==> src/include/spi_port_pkg.sv <==
// shared constants and carrier types of the serial peripheral port
package spi_port_pkg;

  // ------------------------------------------------------------
  // register offsets on the internal cpu bus
  // ------------------------------------------------------------
  localparam logic [7:0] ADDR_CONTROL = 8'h0a;
  localparam logic [7:0] ADDR_STATUS = 8'h0b;
  localparam logic [7:0] ADDR_DATA = 8'h0c;

  // ------------------------------------------------------------
  // control field positions
  // ------------------------------------------------------------
  localparam int CTL_RATE_LOW = 0;
  localparam int CTL_RATE_HIGH = 1;
  localparam int CTL_PHASE = 2;
  localparam int CTL_POLARITY = 3;
  localparam int CTL_MASTER = 4;
  localparam int CTL_WIRE_OR = 5;
  localparam int CTL_ENABLE = 6;
  localparam int CTL_IRQ_ENABLE = 7;

  // ------------------------------------------------------------
  // status field positions and reset values
  // ------------------------------------------------------------
  localparam int ST_DONE = 7;
  localparam int ST_COLLISION = 6;
  localparam int ST_FAULT = 4;
  localparam logic [7:0] CONTROL_RESET = 8'h00;
  localparam logic [7:0] BYTE_ZERO = 8'h00;

  // ------------------------------------------------------------
  // master rate dividers of the processor clock
  // ------------------------------------------------------------
  localparam logic [5:0] DIV_CODE_00 = 6'h02;
  localparam logic [5:0] DIV_CODE_01 = 6'h04;
  localparam logic [5:0] DIV_CODE_10 = 6'h10;
  localparam logic [5:0] DIV_CODE_11 = 6'h20;

  // ------------------------------------------------------------
  // framing
  // ------------------------------------------------------------
  localparam logic [3:0] LAST_BIT = 4'h7;
  localparam logic [4:0] LAST_EDGE = 5'h0f;
  localparam int RX_FIFO_WIDTH = 8;
  localparam int RX_FIFO_DEPTH = 4;

  // ------------------------------------------------------------
  // carriers
  // ------------------------------------------------------------
  typedef struct packed {
    logic [7:0] addr;
    logic wr;
    logic rd;
    logic [7:0] wdata;
  } cpu_req_t;

  typedef struct packed {
    logic sck_o;
    logic sck_oe;
    logic mosi_o;
    logic mosi_oe;
    logic miso_o;
    logic miso_oe;
  } spi_pins_out_t;

  typedef struct packed {
    logic ss_n;
    logic sck;
    logic mosi;
    logic miso;
  } spi_pins_in_t;

endpackage

==> src/design/spi_master_slave_port.sv <==
// serial peripheral port: receive fifo and master/slave byte engine
`timescale 1ns/1ps

// ------------------------------------------------------------
// receive fifo
// ------------------------------------------------------------
module spi_rx_fifo #(
  parameter int WIDTH = 8,
  parameter int DEPTH = 4
)
(
  input wire logic clk_sys,
  input wire logic rst,
  input wire logic in_valid,
  input wire logic [WIDTH-1:0] in_data,
  output logic in_ready,
  output logic out_valid,
  output logic [WIDTH-1:0] out_data,
  input wire logic out_ready
);
  localparam int PW = (DEPTH > 1) ? $clog2(DEPTH) : 1;
  localparam int CW = $clog2(DEPTH + 1);
  localparam logic [CW-1:0] FULL_COUNT = CW'(DEPTH);
  localparam logic [PW-1:0] LAST_SLOT = PW'(DEPTH - 1);

  typedef struct packed {
    logic [DEPTH-1:0][WIDTH-1:0] mem;
    logic [PW-1:0] wr_ptr;
    logic [PW-1:0] rd_ptr;
    logic [CW-1:0] count;
  } fifo_state_t;

  fifo_state_t s;
  fifo_state_t next_s;
  logic push;
  logic pop;

  function automatic logic [PW-1:0] bump(input logic [PW-1:0] p);
    bump = (p == LAST_SLOT) ? '0 : p + PW'(1);
  endfunction

  assign in_ready = (s.count != FULL_COUNT);
  assign out_valid = (s.count != '0);
  assign out_data = s.mem[s.rd_ptr];
  assign push = in_valid && in_ready;
  assign pop = out_valid && out_ready;

  always_comb
  begin
    next_s = s;
    if (push)
    begin
      next_s.mem[s.wr_ptr] = in_data;
      next_s.wr_ptr = bump(s.wr_ptr);
    end
    if (pop)
    begin
      next_s.rd_ptr = bump(s.rd_ptr);
    end
    if (push && !pop)
    begin
      next_s.count = s.count + CW'(1);
    end
    else if (pop && !push)
    begin
      next_s.count = s.count - CW'(1);
    end
  end

  always_ff @(posedge clk_sys)
  begin
    if (rst)
    begin
      s <= '0;
    end
    else
    begin
      s <= next_s;
    end
  end
endmodule

// ------------------------------------------------------------
// port engine
// ------------------------------------------------------------
// Function
// - one byte per eight clock pulses
// - slave takes sck as input only
// - master sck from processor clock, rate bits
// - master samples miso, drives mosi on sck
// - rate bits ignored in slave mode
// - select pin always input, low selects
// - deselected slave floats miso
// - deselected slave ignores sck and mosi
// - phase zero: first bit before first edge
// - phase zero: data writes blocked while selected
// - phase one: select may stay low
// - master seeing select low becomes slave
// - same event clears port enable
// - same event sets mode fault flag
// - master write starts clock and sequencer
// - master write loads shift register
// - finished byte copied to read buffer unless slave finds fifo full
// - slave starts on select low and sck
// - slave write loads shift register for miso
// - most significant bit first
// - rates divide by 2, 4, 16, 32
// - done flag set with read buffer copy
// - write during transfer sets collision unless done is set and unacknowledged, discarded
module spi_master_slave_port
  import spi_port_pkg::*;
(
  input wire logic clk_sys,
  input wire logic rst,
  input wire cpu_req_t bus,
  output logic [7:0] rdata,
  input wire spi_pins_in_t pins_in,
  output spi_pins_out_t pins_out
);

  typedef struct packed {
    logic [7:0] control;
    logic done_flag;
    logic coll_flag;
    logic fault_flag;
    logic arm_done;
    logic arm_coll;
    logic arm_fault;
    logic [7:0] shreg;
    logic [7:0] rx_byte;
    logic rx_push;
    logic [7:0] read_buffer;
    logic buffer_full;
    logic m_run;
    logic m_pend;
    logic [4:0] edge_cnt;
    logic [4:0] div_cnt;
    logic [3:0] bit_cnt;
    logic [1:0] samp_d;
    logic [1:0] last_d;
    spi_pins_in_t sync1;
    spi_pins_in_t sync2;
    logic ss_prev;
    logic sck_prev;
    logic [7:0] rdata;
    spi_pins_out_t pins;
  } port_state_t;

  port_state_t s;
  port_state_t next_s;
  logic fifo_in_ready;
  logic fifo_out_valid;
  logic [7:0] fifo_out_data;

  // half period in processor clocks for a rate code
  function automatic logic [4:0] half_period(input logic [1:0] code);
    logic [5:0] div;
    div = DIV_CODE_00;
    unique case (code)
      2'b00: div = DIV_CODE_00;
      2'b01: div = DIV_CODE_01;
      2'b10: div = DIV_CODE_10;
      2'b11: div = DIV_CODE_11;
    endcase
    half_period = div[5:1];
  endfunction

  spi_rx_fifo #(
    .WIDTH(RX_FIFO_WIDTH),
    .DEPTH(RX_FIFO_DEPTH)
  ) u_rx_fifo (
    .clk_sys(clk_sys),
    .rst(rst),
    .in_valid(s.rx_push),
    .in_data(s.rx_byte),
    .in_ready(fifo_in_ready),
    .out_valid(fifo_out_valid),
    .out_data(fifo_out_data),
    .out_ready(!s.buffer_full)
  );

  assign rdata = s.rdata;
  assign pins_out = s.pins;

  always_comb
  begin
    logic enabled;
    logic master;
    logic phase;
    logic ss_low;
    logic sck_edge;
    logic leading;
    logic sample;
    logic slave_busy;
    logic data_wr;
    logic data_rd;
    logic [7:0] shifted;
    logic [7:0] filled;
    next_s = s;
    next_s.rx_push = 1'b0;
    next_s.samp_d = {s.samp_d[0], 1'b0};
    next_s.last_d = {s.last_d[0], 1'b0};
    // first stage feeds only the second
    next_s.sync1 = pins_in;
    next_s.sync2 = s.sync1;
    next_s.ss_prev = s.sync2.ss_n;
    next_s.sck_prev = s.sync2.sck;
    enabled = s.control[CTL_ENABLE];
    master = s.control[CTL_MASTER];
    phase = s.control[CTL_PHASE];
    ss_low = !s.sync2.ss_n;
    sck_edge = (s.sync2.sck != s.sck_prev);
    leading = (s.sync2.sck != s.control[CTL_POLARITY]);
    shifted = s.shreg;
    filled = s.shreg;
    sample = 1'b0;
    slave_busy = enabled && !master && ss_low && ((s.bit_cnt != '0) || !phase);
    data_wr = bus.wr && (bus.addr == ADDR_DATA);
    data_rd = bus.rd && (bus.addr == ADDR_DATA);

    // ------------------------------------------------------------
    // cpu reads and flag clearing
    // ------------------------------------------------------------
    next_s.rdata = BYTE_ZERO;
    if (bus.rd)
    begin
      unique case (bus.addr)
        ADDR_CONTROL: next_s.rdata = s.control;
        ADDR_STATUS:
        begin
          next_s.rdata[ST_DONE] = s.done_flag;
          next_s.rdata[ST_COLLISION] = s.coll_flag;
          next_s.rdata[ST_FAULT] = s.fault_flag;
          next_s.arm_done = s.done_flag;
          next_s.arm_coll = s.coll_flag;
          next_s.arm_fault = s.fault_flag;
        end
        ADDR_DATA: next_s.rdata = s.read_buffer;
        default: next_s.rdata = BYTE_ZERO;
      endcase
    end
    if (data_rd)
    begin
      next_s.buffer_full = 1'b0;
    end
    if (data_rd || data_wr)
    begin
      if (s.arm_done)
      begin
        next_s.done_flag = 1'b0;
      end
      if (s.arm_coll)
      begin
        next_s.coll_flag = 1'b0;
      end
      next_s.arm_done = 1'b0;
      next_s.arm_coll = 1'b0;
    end

    // ------------------------------------------------------------
    // cpu writes
    // ------------------------------------------------------------
    if (bus.wr && (bus.addr == ADDR_CONTROL))
    begin
      next_s.control = bus.wdata;
      if (s.arm_fault)
      begin
        next_s.fault_flag = 1'b0;
      end
      next_s.arm_fault = 1'b0;
      if (!bus.wdata[CTL_ENABLE] || !bus.wdata[CTL_MASTER])
      begin
        next_s.m_run = 1'b0;
        next_s.m_pend = 1'b0;
      end
    end
    // a write while done is set and unacknowledged is dropped silently
    if (data_wr && !(s.done_flag && !s.arm_done))
    begin
      if (s.m_run || s.m_pend || slave_busy || (s.samp_d != '0))
      begin
        next_s.coll_flag = 1'b1;
      end
      else
      begin
        next_s.shreg = bus.wdata;
        if (master && enabled)
        begin
          next_s.m_pend = 1'b1;
        end
      end
    end
    // late miso bit lands in slot zero, byte pushed once complete
    if (s.samp_d[1] && enabled && master)
    begin
      filled[0] = s.sync2.miso;
      next_s.shreg = filled;
      if (s.last_d[1])
      begin
        next_s.rx_byte = filled;
        next_s.rx_push = 1'b1;
      end
    end

    // ------------------------------------------------------------
    // master engine
    // ------------------------------------------------------------
    if (enabled && master)
    begin
      // start waits for receive space so a finished byte is never lost
      if (s.m_pend && !s.m_run && fifo_in_ready)
      begin
        next_s.m_pend = 1'b0;
        next_s.m_run = 1'b1;
        next_s.edge_cnt = '0;
        next_s.div_cnt = '0;
        next_s.pins.sck_o = s.control[CTL_POLARITY];
        if (!phase)
        begin
          next_s.pins.mosi_o = s.shreg[7];
        end
      end
      else if (s.m_run)
      begin
        if (s.div_cnt == half_period(s.control[CTL_RATE_HIGH:CTL_RATE_LOW]) - 5'h01)
        begin
          next_s.div_cnt = '0;
          next_s.pins.sck_o = !s.pins.sck_o;
          next_s.edge_cnt = s.edge_cnt + 5'h01;
          sample = (s.edge_cnt[0] == 1'b0) ^ phase;
          if (sample)
          begin
            // miso is two cycles late through the synchroniser, fast rates included
            shifted = {filled[6:0], 1'b0};
            next_s.shreg = shifted;
            next_s.samp_d[0] = 1'b1;
            next_s.last_d[0] = (s.edge_cnt[4:1] == LAST_BIT);
          end
          else if (!(s.edge_cnt == LAST_EDGE && !phase))
          begin
            next_s.pins.mosi_o = s.shreg[7];
          end
          if (s.edge_cnt == LAST_EDGE)
          begin
            next_s.m_run = 1'b0;
          end
        end
        else
        begin
          next_s.div_cnt = s.div_cnt + 5'h01;
        end
      end
      // another party pulled our select low: give up mastership
      if (ss_low)
      begin
        next_s.control[CTL_MASTER] = 1'b0;
        next_s.control[CTL_ENABLE] = 1'b0;
        next_s.fault_flag = 1'b1;
        next_s.m_run = 1'b0;
        next_s.m_pend = 1'b0;
      end
    end

    // ------------------------------------------------------------
    // slave engine, rate bits unused here
    // ------------------------------------------------------------
    if (enabled && !master)
    begin
      if (!ss_low)
      begin
        next_s.bit_cnt = '0;
      end
      else
      begin
        if (s.ss_prev && phase == 1'b0)
        begin
          next_s.pins.miso_o = s.shreg[7];
        end
        if (sck_edge)
        begin
          sample = leading ^ phase;
          if (sample)
          begin
            shifted = {s.shreg[6:0], s.sync2.mosi};
            next_s.shreg = shifted;
            next_s.bit_cnt = s.bit_cnt + 4'h1;
            if (s.bit_cnt == LAST_BIT)
            begin
              next_s.bit_cnt = '0;
              next_s.rx_byte = shifted;
              next_s.rx_push = fifo_in_ready;
            end
          end
          else
          begin
            next_s.pins.miso_o = s.shreg[7];
          end
        end
      end
    end
    else
    begin
      next_s.bit_cnt = '0;
    end

    // ------------------------------------------------------------
    // read buffer load with done flag, set beats any clear
    // ------------------------------------------------------------
    if (fifo_out_valid && !s.buffer_full)
    begin
      next_s.read_buffer = fifo_out_data;
      next_s.buffer_full = 1'b1;
      next_s.done_flag = 1'b1;
    end

    // ------------------------------------------------------------
    // pin drivers
    // ------------------------------------------------------------
    next_s.pins.sck_oe = next_s.control[CTL_ENABLE] && next_s.control[CTL_MASTER];
    next_s.pins.mosi_oe = next_s.pins.sck_oe;
    next_s.pins.miso_oe = next_s.control[CTL_ENABLE] && !next_s.control[CTL_MASTER]
      && !s.sync2.ss_n;
    if (!next_s.m_run)
    begin
      next_s.pins.sck_o = next_s.control[CTL_POLARITY];
    end
  end

  always_ff @(posedge clk_sys)
  begin
    if (rst)
    begin
      s <= '0;
      s.control <= CONTROL_RESET;
      s.sync1.ss_n <= 1'b1;
      s.sync2.ss_n <= 1'b1;
      s.ss_prev <= 1'b1;
    end
    else
    begin
      s <= next_s;
    end
  end
endmodule

==> config.mk <==
export PLATFORM = sky130hd
export DESIGN_NAME = spi_master_slave_port
export DESIGN_NICKNAME = d
export VERILOG_FILES = /design/src/include/spi_port_pkg.sv /design/src/design/spi_master_slave_port.sv
export SDC_FILE = /design/constraint.sdc
export NUM_CORES = 1
export LEC_CHECK = 0
export ABC_AREA = 1
export BUFFER_PORTS_ARGS = -buffer_cell sky130_fd_sc_hd__buf_4
export CAP_MARGIN = 20
export CORE_AREA = 2 2 129 131
export DETAILED_ROUTE_END_ITERATION = 10
export DIE_AREA = 0 0 131 133
export SLEW_MARGIN = 15
export SYNTH_ARGS = -nofsm -noshare
export SYNTH_HDL_FRONTEND = slang
export SYNTH_SLANG_ARGS = --single-unit
==> constraint.sdc <==
create_clock -name clk_sys -period 2.3 [get_ports clk_sys]
set_input_delay 0.345 -clock clk_sys [delete_from_list [all_inputs] [get_ports clk_sys]]
set_output_delay 0.345 -clock clk_sys [all_outputs]
set_load 0.02 [all_outputs]
[Word level (Yosys, flattened, before mapping)]
Cells that the tools add are included.
Storage, ports and cells
  memories: 0
  register bits: 122
  bits of input ports: 24
  bits in read-only memories: 0
  bits in writable memories: 0
  output and inout port bits: 14
  bits in latches: 0
Cells by class
  reductions and logical operators: 66
  $add $sub $neg: 8
  equality and inequality tests: 21
  multipliers: 0
  magnitude comparators: 3
  divide/modulo/power cells: 0
  shifts and indexed selects: 0
  bitwise gates (word level): 11
  mux-type cells: 81
Operators with widths (count)
  $mux W17: 5
  $mux W8: 9
  $mux W1: 39
  $bwmux W32: 1
  $eq A8 B4 Y1 const B: 3
  $pmux W6 S4: 1
  $logic_and A1 B1 Y1: 23
  $mux W10: 2
  $mux W6: 3
  $mux W9: 2
  $bmux W8 S2: 1
  $demux W8 S2: 1
  $reduce_bool A2 Y1: 7
  $logic_not A1 Y1: 13
  $mux W12: 1
  $mux W2: 6
  $add A5 B1 Y5 const B: 2
  $mux W5: 2
  $reduce_and A2 Y1: 5
  $not A1 Y1: 9
  $eq A2 B2 Y1 const B: 4
  $eq A4 B3 Y1 const B: 2
  $pmux W4 S2: 1
  $mux W7: 1
  32 further kinds: 47

[Logic depth before layout (Yosys ltp)]
Gate-level depths: netlist (run 1).
  depth after elaboration: 18
  mapped depth: 16

[Modules after synthesis]
From an unflattened synthesis (run 1), not the netlist that was laid out.
Second synthesis, totals
  cells, all modules: 891
  area total of the unflattened synthesis: 6213.5 µm²
Modules (own cells, without submodules)
  spi_master_slave_port: cells each 541, area each 3902.5 µm², seq. area each 1661.6 µm², instances 1
  spi_rx_fifo: cells each 350, area each 2311.0 µm², seq. area each 780.7 µm², instances 1

[Least setup slack after synthesis (run 1)]
OpenSTA, ideal clock, no wires.
  kind: flip-flop to flip-flop
  start: register u_rx_fifo.s[0] in the netlist's numbering
  end: register u_rx_fifo.s[2] in the netlist's numbering
  path slack: 252 ps
  stages on the path, launching flop included: 15
  data arrival time: 1978 ps
  clock period less this slack: 2048 ps
  path through: dfxtp_1 > inv_1 > nand3_2 > nand2_1 > inv_1 > buf_2 > buf_2 > ha_1 > inv_1 > fa_1 > nor2_1 > nor2_1 > nand2_1 > o21ai_0 > a21oi_1
On the way
  word-level cells in the longest chain between the ends: 5
  elaborated cells between the ends (all ways): 13
  those cells by class: add/sub (2); eq/ne (1); mux (2); reduce/logical (8)
Ends and longest elaborated chain
  from (decl): RTL line spi_master_slave_port.sv:33  | fifo_state_t s;
  from (signal assigned): RTL line spi_master_slave_port.sv:78  | s <= next_s;
  $ne A3 B3 Y1 (*): RTL line spi_master_slave_port.sv:42  | assign in_ready = (s.count != FULL_COUNT);
  $logic_and A1 B1 Y1 (*): RTL line spi_master_slave_port.sv:45  | assign push = in_valid && in_ready;
  via u_rx_fifo.push: RTL line spi_master_slave_port.sv:35  | logic push;
  $logic_not A1 Y1: RTL line spi_master_slave_port.sv:64  | else if (pop && !push)
  $logic_and A1 B1 Y1: RTL line spi_master_slave_port.sv:64
  $reduce_bool A2 Y1 (no line)
The timed path passes the listed nets; every way through them passes the cells marked *. The select of a mux whose other input is x is not followed.
A chain may end at the register's enable or synchronous reset.

[Final worst setup path (run 1)]
  start: register s[76] in the netlist's numbering
  end: register s[64] in the netlist's numbering
On the way
  word-level cells in the longest chain between the ends: 15
  elaborated cells between the ends (all ways): 18
  those cells by class: add/sub (1); eq/ne (4); mux (12); reduce/logical (1)
Ends and longest elaborated chain
  from (decl): RTL line spi_master_slave_port.sv:149  | port_state_t s;
  from (signal assigned): RTL line spi_master_slave_port.sv:441  | s <= next_s;
  $eq A2 B2 Y1 (tied with other cells): RTL line spi_master_slave_port.sv:159  | unique case (code)
  $pmux W6 S4 (*): RTL line spi_master_slave_port.sv:159
  $mux W6 (*): RTL line spi_master_slave_port.sv:323  | else if (s.m_run)
  $mux W6 (*): RTL line spi_master_slave_port.sv:311  | if (s.m_pend && !s.m_run && fifo_in_ready)
  $mux W6 (*): RTL line spi_master_slave_port.sv:308  | if (enabled && master)
  $sub A5 B1 Y5 (*): RTL line spi_master_slave_port.sv:325  | if (s.div_cnt == half_period(s.control[CTL_RATE_HIGH:CTL_RATE_LOW]) - 5'h01)
  $eq A5 B5 Y1 (*): RTL line spi_master_slave_port.sv:325
  $mux W8 (*): RTL line spi_master_slave_port.sv:325
  $mux W8 (*): RTL line spi_master_slave_port.sv:323
  $mux W8 (*): RTL line spi_master_slave_port.sv:311
  $mux W8 (*): RTL line spi_master_slave_port.sv:308
  $mux W17: RTL line spi_master_slave_port.sv:382  | if (sample)
  $mux W17: RTL line spi_master_slave_port.sv:379  | if (sck_edge)
  $mux W17: RTL line spi_master_slave_port.sv:369  | if (!ss_low)
  $mux W17 (*): RTL line spi_master_slave_port.sv:367  | if (enabled && !master)
Every way passes the cells marked *; elsewhere a longest branch is shown, timed or not. The select of a mux whose other input is x is not followed.

==> run_results.csv, run 1 <==
group,metric,value,unit
outcome,outcome,"completed",
timing,finalClockSkew,0.00891,ns
clock_tree,clk_pin_slew,0.05,ns
logic_synthesis,synth_top_area_cell,"dfxtp_1",
finish,fillers,1659,
grt,grt_max_degree,46,
finish,final_cell_count_no_fill,1012,
clock_tree,root_buffer,"clkbuf_16",
logic_synthesis,synth_edf_count,0,
floorplan,io_pins,38,
floorplan,die_w,131,um
logic_synthesis,async_flop_share,0,%
finish,multi_input_area,2470,sq um
timing,period_share,87.1,%
finish,area_growth_syn_to_layout,18.7,%
routing,drt_iter0_drc,342,
timing,rsz0062_at_grt,"no",
routing,via_count,4815,
timing,min_period,2.00,ns
clock_tree,cts-resized-gates,0,
routing,drt-pass1-iter-count,5,
routing,vias_per_cell,4.76,
clock_tree,numCtsBuffers,17,
logic_synthesis,yosysWarnings,0,
power_and_ir_drop,power_density,906,nW/um^2
clock_tree,cts_hold_buffers,0,
setup_path,cp.arrival,2.31,ns
timing,timing.setup.tns,0,ns
logic_synthesis,synth_ff_type,"dfxtp_1",
clock_tree,ctsLongestPathBuffers,2,
floorplan,fp.dieArea,17400,sq um
clock_tree,clock_latency,0.42,ns
grt,overflow,0,
routing,ant_nets,0,
run,max_cap_violations,0,
timing,setup_viol,0,
placed_design,dp.cells,980,
power_and_ir_drop,total_power,5960,uW
clock_tree,htree_levels,4,
timing,worstMarginPinSlew,0.563,ns
timing,maxSlewHeadroom,62.4,%
routing,drt-wirelength-per-cell,13.5,um
grt,grt_usage,16.2,%
floorplan,num_rows,47,
setup_path,end_kind,"register",
timing,worst_slack,0.296,ns
timing,max_freq,0.499,GHz
setup_path,reg2reg_from,"s[76]$_SDFFE_PP0P_",
setup_path,crit_path_start_kind,"register",
placed_design,preCtsSetupSlack,0.330,ns
finish,nets,816,
clock_tree,clock-sinks,122,
logic_synthesis,synth_top_area_share,44.1,%
hold_path,min_from,"pins_in[3]",
placed_design,dpl.hpwl,9760,um
hold_path,worstHoldPathType,"in -> reg",
timing,hold_viol_final,0,
grt,grt_pass1_wl,21900,um
logic_synthesis,synthesis.instances,754,
logic_synthesis,synth_area_leaders,"dfxtp_1 44%, a21oi_1 8.7%, nand2_1 8.6%, o21ai_0 8.5%, inv_1 6.8%",
setup_path,reg2regPathDepth,13,
finish,fin_area,6580,sq um
hold_path,whs_endpoint,"next_s[19]$_SDFF_PP1_",
floorplan,core,16200,sq um
power_and_ir_drop,max-vdd-ir-drop,0.526,mV
clock_tree,cts_tree,"built",
floorplan,initial_core_util,34.3,%
floorplan,fp.dieH,133,um
grt,antenna_found_initial,0,
finish,register_area,2440,sq um
hold_path,hold_depth,2,
grt,grt_pass1_vias,4323,
logic_synthesis,synth_seq_area_share,44.1,%
finish,num_antenna_cells,0,
routing,drt_wl_total,13700,um
logic_synthesis,synthesis.nets,791,
power_and_ir_drop,p_leak,0.00262,uW
logic_synthesis,synth_area,5540,sq um
setup_path,crit_fanout,10,
finish,drive_above_1_share,12.9,%
logic_synthesis,syn_avg_cell_area,7.35,sq um
logic_synthesis,ys_seq_elements,122,
placed_design,detailed_place.area,5950,sq um
setup_path,worstReg2RegEnd,"s[64]$_SDFF_PP0_",
setup_path,r2r_slack,0.30,ns
timing,finalMaxSlewViolations,0,
clock_tree,postCtsSetupRepairBufs,0,
placed_design,gp_congestion,0.897,
placed_design,io_buffers,37,
routing,drc,0,
setup_path,worstPathRequired,2.61,ns
logic_synthesis,yosysUniqueCellTypes,38,
setup_path,worstSetupPathType,"reg -> reg",
==> cell usage in the layout (no fill, tap or decap), types with 4 or more instances in the layout <==
cell type and count:
a21oi_1 96, a31oi_1 8, buf_4 43, bufinv_16 4, clkbuf_16 17, clkinv_2 6, dfxtp_1 122, ha_1 12
inv_1 101, nand2_1 127, nand2_2 7, nand3_1 38, nand4_1 9, nor2_1 50, nor3_1 11, o211ai_1 6
o21ai_0 94
==> cell type report <==
type                            count  share of cell area (%)
Clock buffer                       19                    6.89
Clock inverter                     13                    2.64
Inverter                          106                    6.09
Multi-Input combinational cell    487                    37.5
Sequential cell                   122                    37.1
Tap cell                          220                    4.18
Timing Repair Buffer               45                    5.52
==> metrics by stage <==
stage | hold WS, ns | util (%)
after floorplan | 0.388 | -
after CTS | 0.0929 | 40.7
after global placement | 0.388 | 36.8
final | 0.108 | 40.7
after detailed placement | 0.393 | 36.8
after global routing | 0.111 | 40.7
==> synth_stat cells (6+ instances only) <==
library cell / instances
nand3_1: 38
nand4_1: 9
o21ai_0: 94
nor2_1: 50
inv_1: 101
nand2_2: 7
clkbuf_1: 10
buf_2: 9
dfxtp_1: 122
o211ai_1: 6
a31oi_1: 8
a21oi_1: 96
ha_1: 12
buf_4: 15
nand2_1: 127
nor3_1: 11
==> state kept, by name, summed over array words and instances, names as in the netlist <==
name,flops
pins_out,5
next_s,8
rdata,8
s,62
u_rx_fifo.s,39
==> worst max path at each step <==
stage                                      startpoint                          end  cells after the start
after floorplan           u_rx_fifo.s[0]$_SDFFE_PP0P_  u_rx_fifo.s[2]$_SDFFE_PP0P_                     14
after global placement             s[76]$_SDFFE_PP0P_             s[64]$_SDFF_PP0_                     13
after detailed placement           s[76]$_SDFFE_PP0P_             s[65]$_SDFF_PP0_                     13
after CTS                          s[76]$_SDFFE_PP0P_             s[65]$_SDFF_PP0_                     13
after global routing               s[76]$_SDFFE_PP0P_             s[65]$_SDFF_PP0_                     13
final                              s[76]$_SDFFE_PP0P_             s[64]$_SDFF_PP0_                     13
==> power breakdown <==
part	internal, uW	total, uW	switching (uW)
Combinational	280	805	525
Clock	1860	2800	946
Sequential	2250	2350	96.3
Total	4390	5960	1570
==> worst max-delay path, stage by stage (launching register included) <==
cell and delay, ns:
dfxtp_1 0.34, inv_1 0.12, nand2_1 0.07, ha_1 0.31
nand2_1 0.08, nand3_1 0.08, nor2_1 0.14, nand2_1 0.14
inv_1 0.12, nand2_2 0.09, nand2_2 0.13, inv_4 0.07
o211ai_1 0.16, inv_1 0.05
==> layer usage <==
metal / track usage (%) / up-vias / routed length [um]
met4: 6.62 / 0 / 238
li1: - / 2523 / -
met2: 24.7 / 113 / 6110
met1: 22.3 / 2160 / 6780
met5: 0 / - / 0
met3: 3.15 / 19 / 587
==> logic make-up (layout without fill, tap and decap cells) <==
kind of cell             Yosys count  after routing  synth area share, %
AO/OA/AOI/OAI                    213            213                 20.1
XOR/XNOR                           4              4                0.632
adder cells (fa/ha/maj)           13             13                 3.07
buffers and inverters            145            183                 11.4
flip-flops                       122            122                 44.1
multiplexers                       1              1                0.203
AND/OR/NAND/NOR                  256            256                 20.5
No activity file was read; power rests on OpenSTA's default activity.
==> run 2: changes to the inputs <==
- CELL_PAD_IN_SITES_DETAIL_PLACEMENT: unset -> 0
- CELL_PAD_IN_SITES_GLOBAL_PLACEMENT: unset -> 1
- PLACE_DENSITY_LB_ADDON: unset -> 0.1
- TNS_END_PERCENT: unset -> 5
==> run_results.csv, run 2 (synthesized netlist as in run 1, its figures left out) <==
group,metric,value,unit
finish,num_antenna_cells,0,
outcome,outcome,"completed",
placed_design,gp_congestion,0.816,
finish,final_cell_mix,"127 x nand2_1, 122 x dfxtp_1, 101 x inv_1",
grt,grt_usage,18.2,%
grt,grt_pass1_vias,4569,
routing,drt-wirelength-per-cell,14.7,um
clock_tree,cts_tree,"built",
finish,nets,818,
setup_path,critPathMaxStageDelay,0.34,ns
timing,finalClockSkew,0.00830,ns
hold_path,worstHoldPathType,"in -> reg",
finish,area_growth_syn_to_layout,18.9,%
setup_path,crit_fanout,10,
routing,ant_nets,0,
floorplan,core,16200,sq um
setup_path,cp_slowest_cell,"dfxtp_1",
power_and_ir_drop,max-vdd-ir-drop,0.482,mV
timing,finalMaxSlewViolations,0,
finish,largest_register_ffs,62,
routing,drt-pass1-iter-count,5,
setup_path,end_kind,"register",
setup_path,cp_num_buf_inv,5,
placed_design,dpl.hpwl,10800,um
routing,drc,0,
clock_tree,clock-sinks,122,
setup_path,worstSetupPathType,"reg -> reg",
floorplan,fp.dieArea,17400,sq um
clock_tree,postCtsSetupRepairBufs,0,
timing,maxSlewHeadroom,63.2,%
clock_tree,clk_pin_slew,0.05,ns
finish,register_area,2440,sq um
setup_path,crit_top_cell,"inv_1",
floorplan,initial_core_util,34.3,%
floorplan,num_rows,47,
finish,final_util,40.7,%
clock_tree,htree_levels,4,
power_and_ir_drop,p_leak,0.00262,uW
finish,drive_above_1_share,12.9,%
timing,max_freq,0.508,GHz
timing,setup_viol,0,
routing,drt_iter0_drc,284,
power_and_ir_drop,power_density,920,nW/um^2
timing,period_share,85.6,%
finish,multi_input_area,2470,sq um
placed_design,io_buffers,37,
finish,layout_commonest_cell,"nand2_1",
finish,top_register,"s",
grt,overflow,0,
setup_path,crit_path_start_kind,"register",
timing,hold_viol_final,0,
floorplan,io_pins,38,
setup_path,path_cells,"inv_1 > nand2_1 > ha_1 > inv_1 > nand2_1 > nand3_1 > nor2_1 > nand2_1 > inv_1 > nand2_2 > nand2_2 > inv_4 > o211ai_1 > inv_1",
run,max_cap_violations,0,
timing,min_period,1.97,ns
grt,grt_pass1_wl,24200,um
routing,via_count,4859,
timing,rsz0062_at_grt,"no",
floorplan,die_w,131,um
clock_tree,root_buffer,"clkbuf_16",
clock_tree,ctsLongestPathBuffers,2,
timing,worstMarginPinSlew,0.553,ns
routing,vias_per_cell,4.80,
grt,antenna_found_initial,0,
clock_tree,cts-resized-gates,0,
setup_path,cp_top_family,"simple AND/OR/NAND/NOR gates",
grt,grt_max_degree,46,
setup_path,cp.arrival,2.27,ns
finish,reg_top3,"s (62), u_rx_fifo.s (39)",
finish,fillers,1681,
setup_path,worstPathRequired,2.60,ns
setup_path,r2r_slack,0.33,ns
clock_tree,cts_hold_buffers,0,
floorplan,fp.dieH,133,um
clock_tree,numCtsBuffers,17,
timing,timing.setup.tns,0,ns
routing,drt_wl_total,14900,um
clock_tree,clock_latency,0.41,ns
[run 2: final timing paths]
check / start / cells past startpoint / to
max: s[76]$_SDFFE_PP0P_ / 14 / s[64]$_SDFF_PP0_
min: pins_in[3] / 2 / next_s[19]$_SDFF_PP1_
max reg2reg: s[76]$_SDFFE_PP0P_ / 14 / s[64]$_SDFF_PP0_
min reg2reg: next_s[16]$_SDFF_PP0_ / 2 / s[16]$_SDFF_PP0_
[run 2: cell type report]
| class | count | area share [%] |
|---|---|---|
| Multi-Input combinational cell | 487 | 37.5 |
| Clock inverter | 9 | 2.45 |
| Tap cell | 220 | 4.18 |
| Timing Repair Buffer | 47 | 5.36 |
| Clock buffer | 22 | 7.35 |
| Inverter | 106 | 6.08 |
| Sequential cell | 122 | 37.1 |
[run 2: power by group]
group / switching (uW) / internal, uW / total [uW]
sequential: 92.3 / 2250 / 2340
combinational: 536 / 277 / 813
clock: 969 / 1930 / 2900
total: 1600 / 4460 / 6060
[run 2: worst register-to-register path, cell delays in order, from the launching register on]
cell and delay [ns]:
dfxtp_1 0.34, inv_1 0.12, nand2_1 0.07, ha_1 0.29, inv_1 0.04, nand2_1 0.05
nand3_1 0.06, nor2_1 0.15, nand2_1 0.14, inv_1 0.11, nand2_2 0.09, nand2_2 0.13
inv_4 0.07, o211ai_1 0.16, inv_1 0.05
[run 2: through the flow]
stage	setup slack [ns]	power (uW)	instance area, sq um	hold WS (ns)	std cells
after global routing	0.0353	6350	6590	0.115	1013
final	0.332	6060	6590	0.121	1013
after CTS	0.299	6130	6590	0.105	1013
after floorplan	0.252	2910	5540	0.388	754
after global placement	0.363	3190	5940	0.393	982
after detailed placement	0.302	3200	5940	0.393	982
[run 2: layer usage]
layer,share of wire [%],vias up,track usage (%),wire [um]
li1,-,2515,-,-
met1,51,2250,26.9,7610
met2,44,88,25.9,6490
met3,4.4,6,4.49,658
met4,0.75,0,5.67,112
met5,0,-,0,0
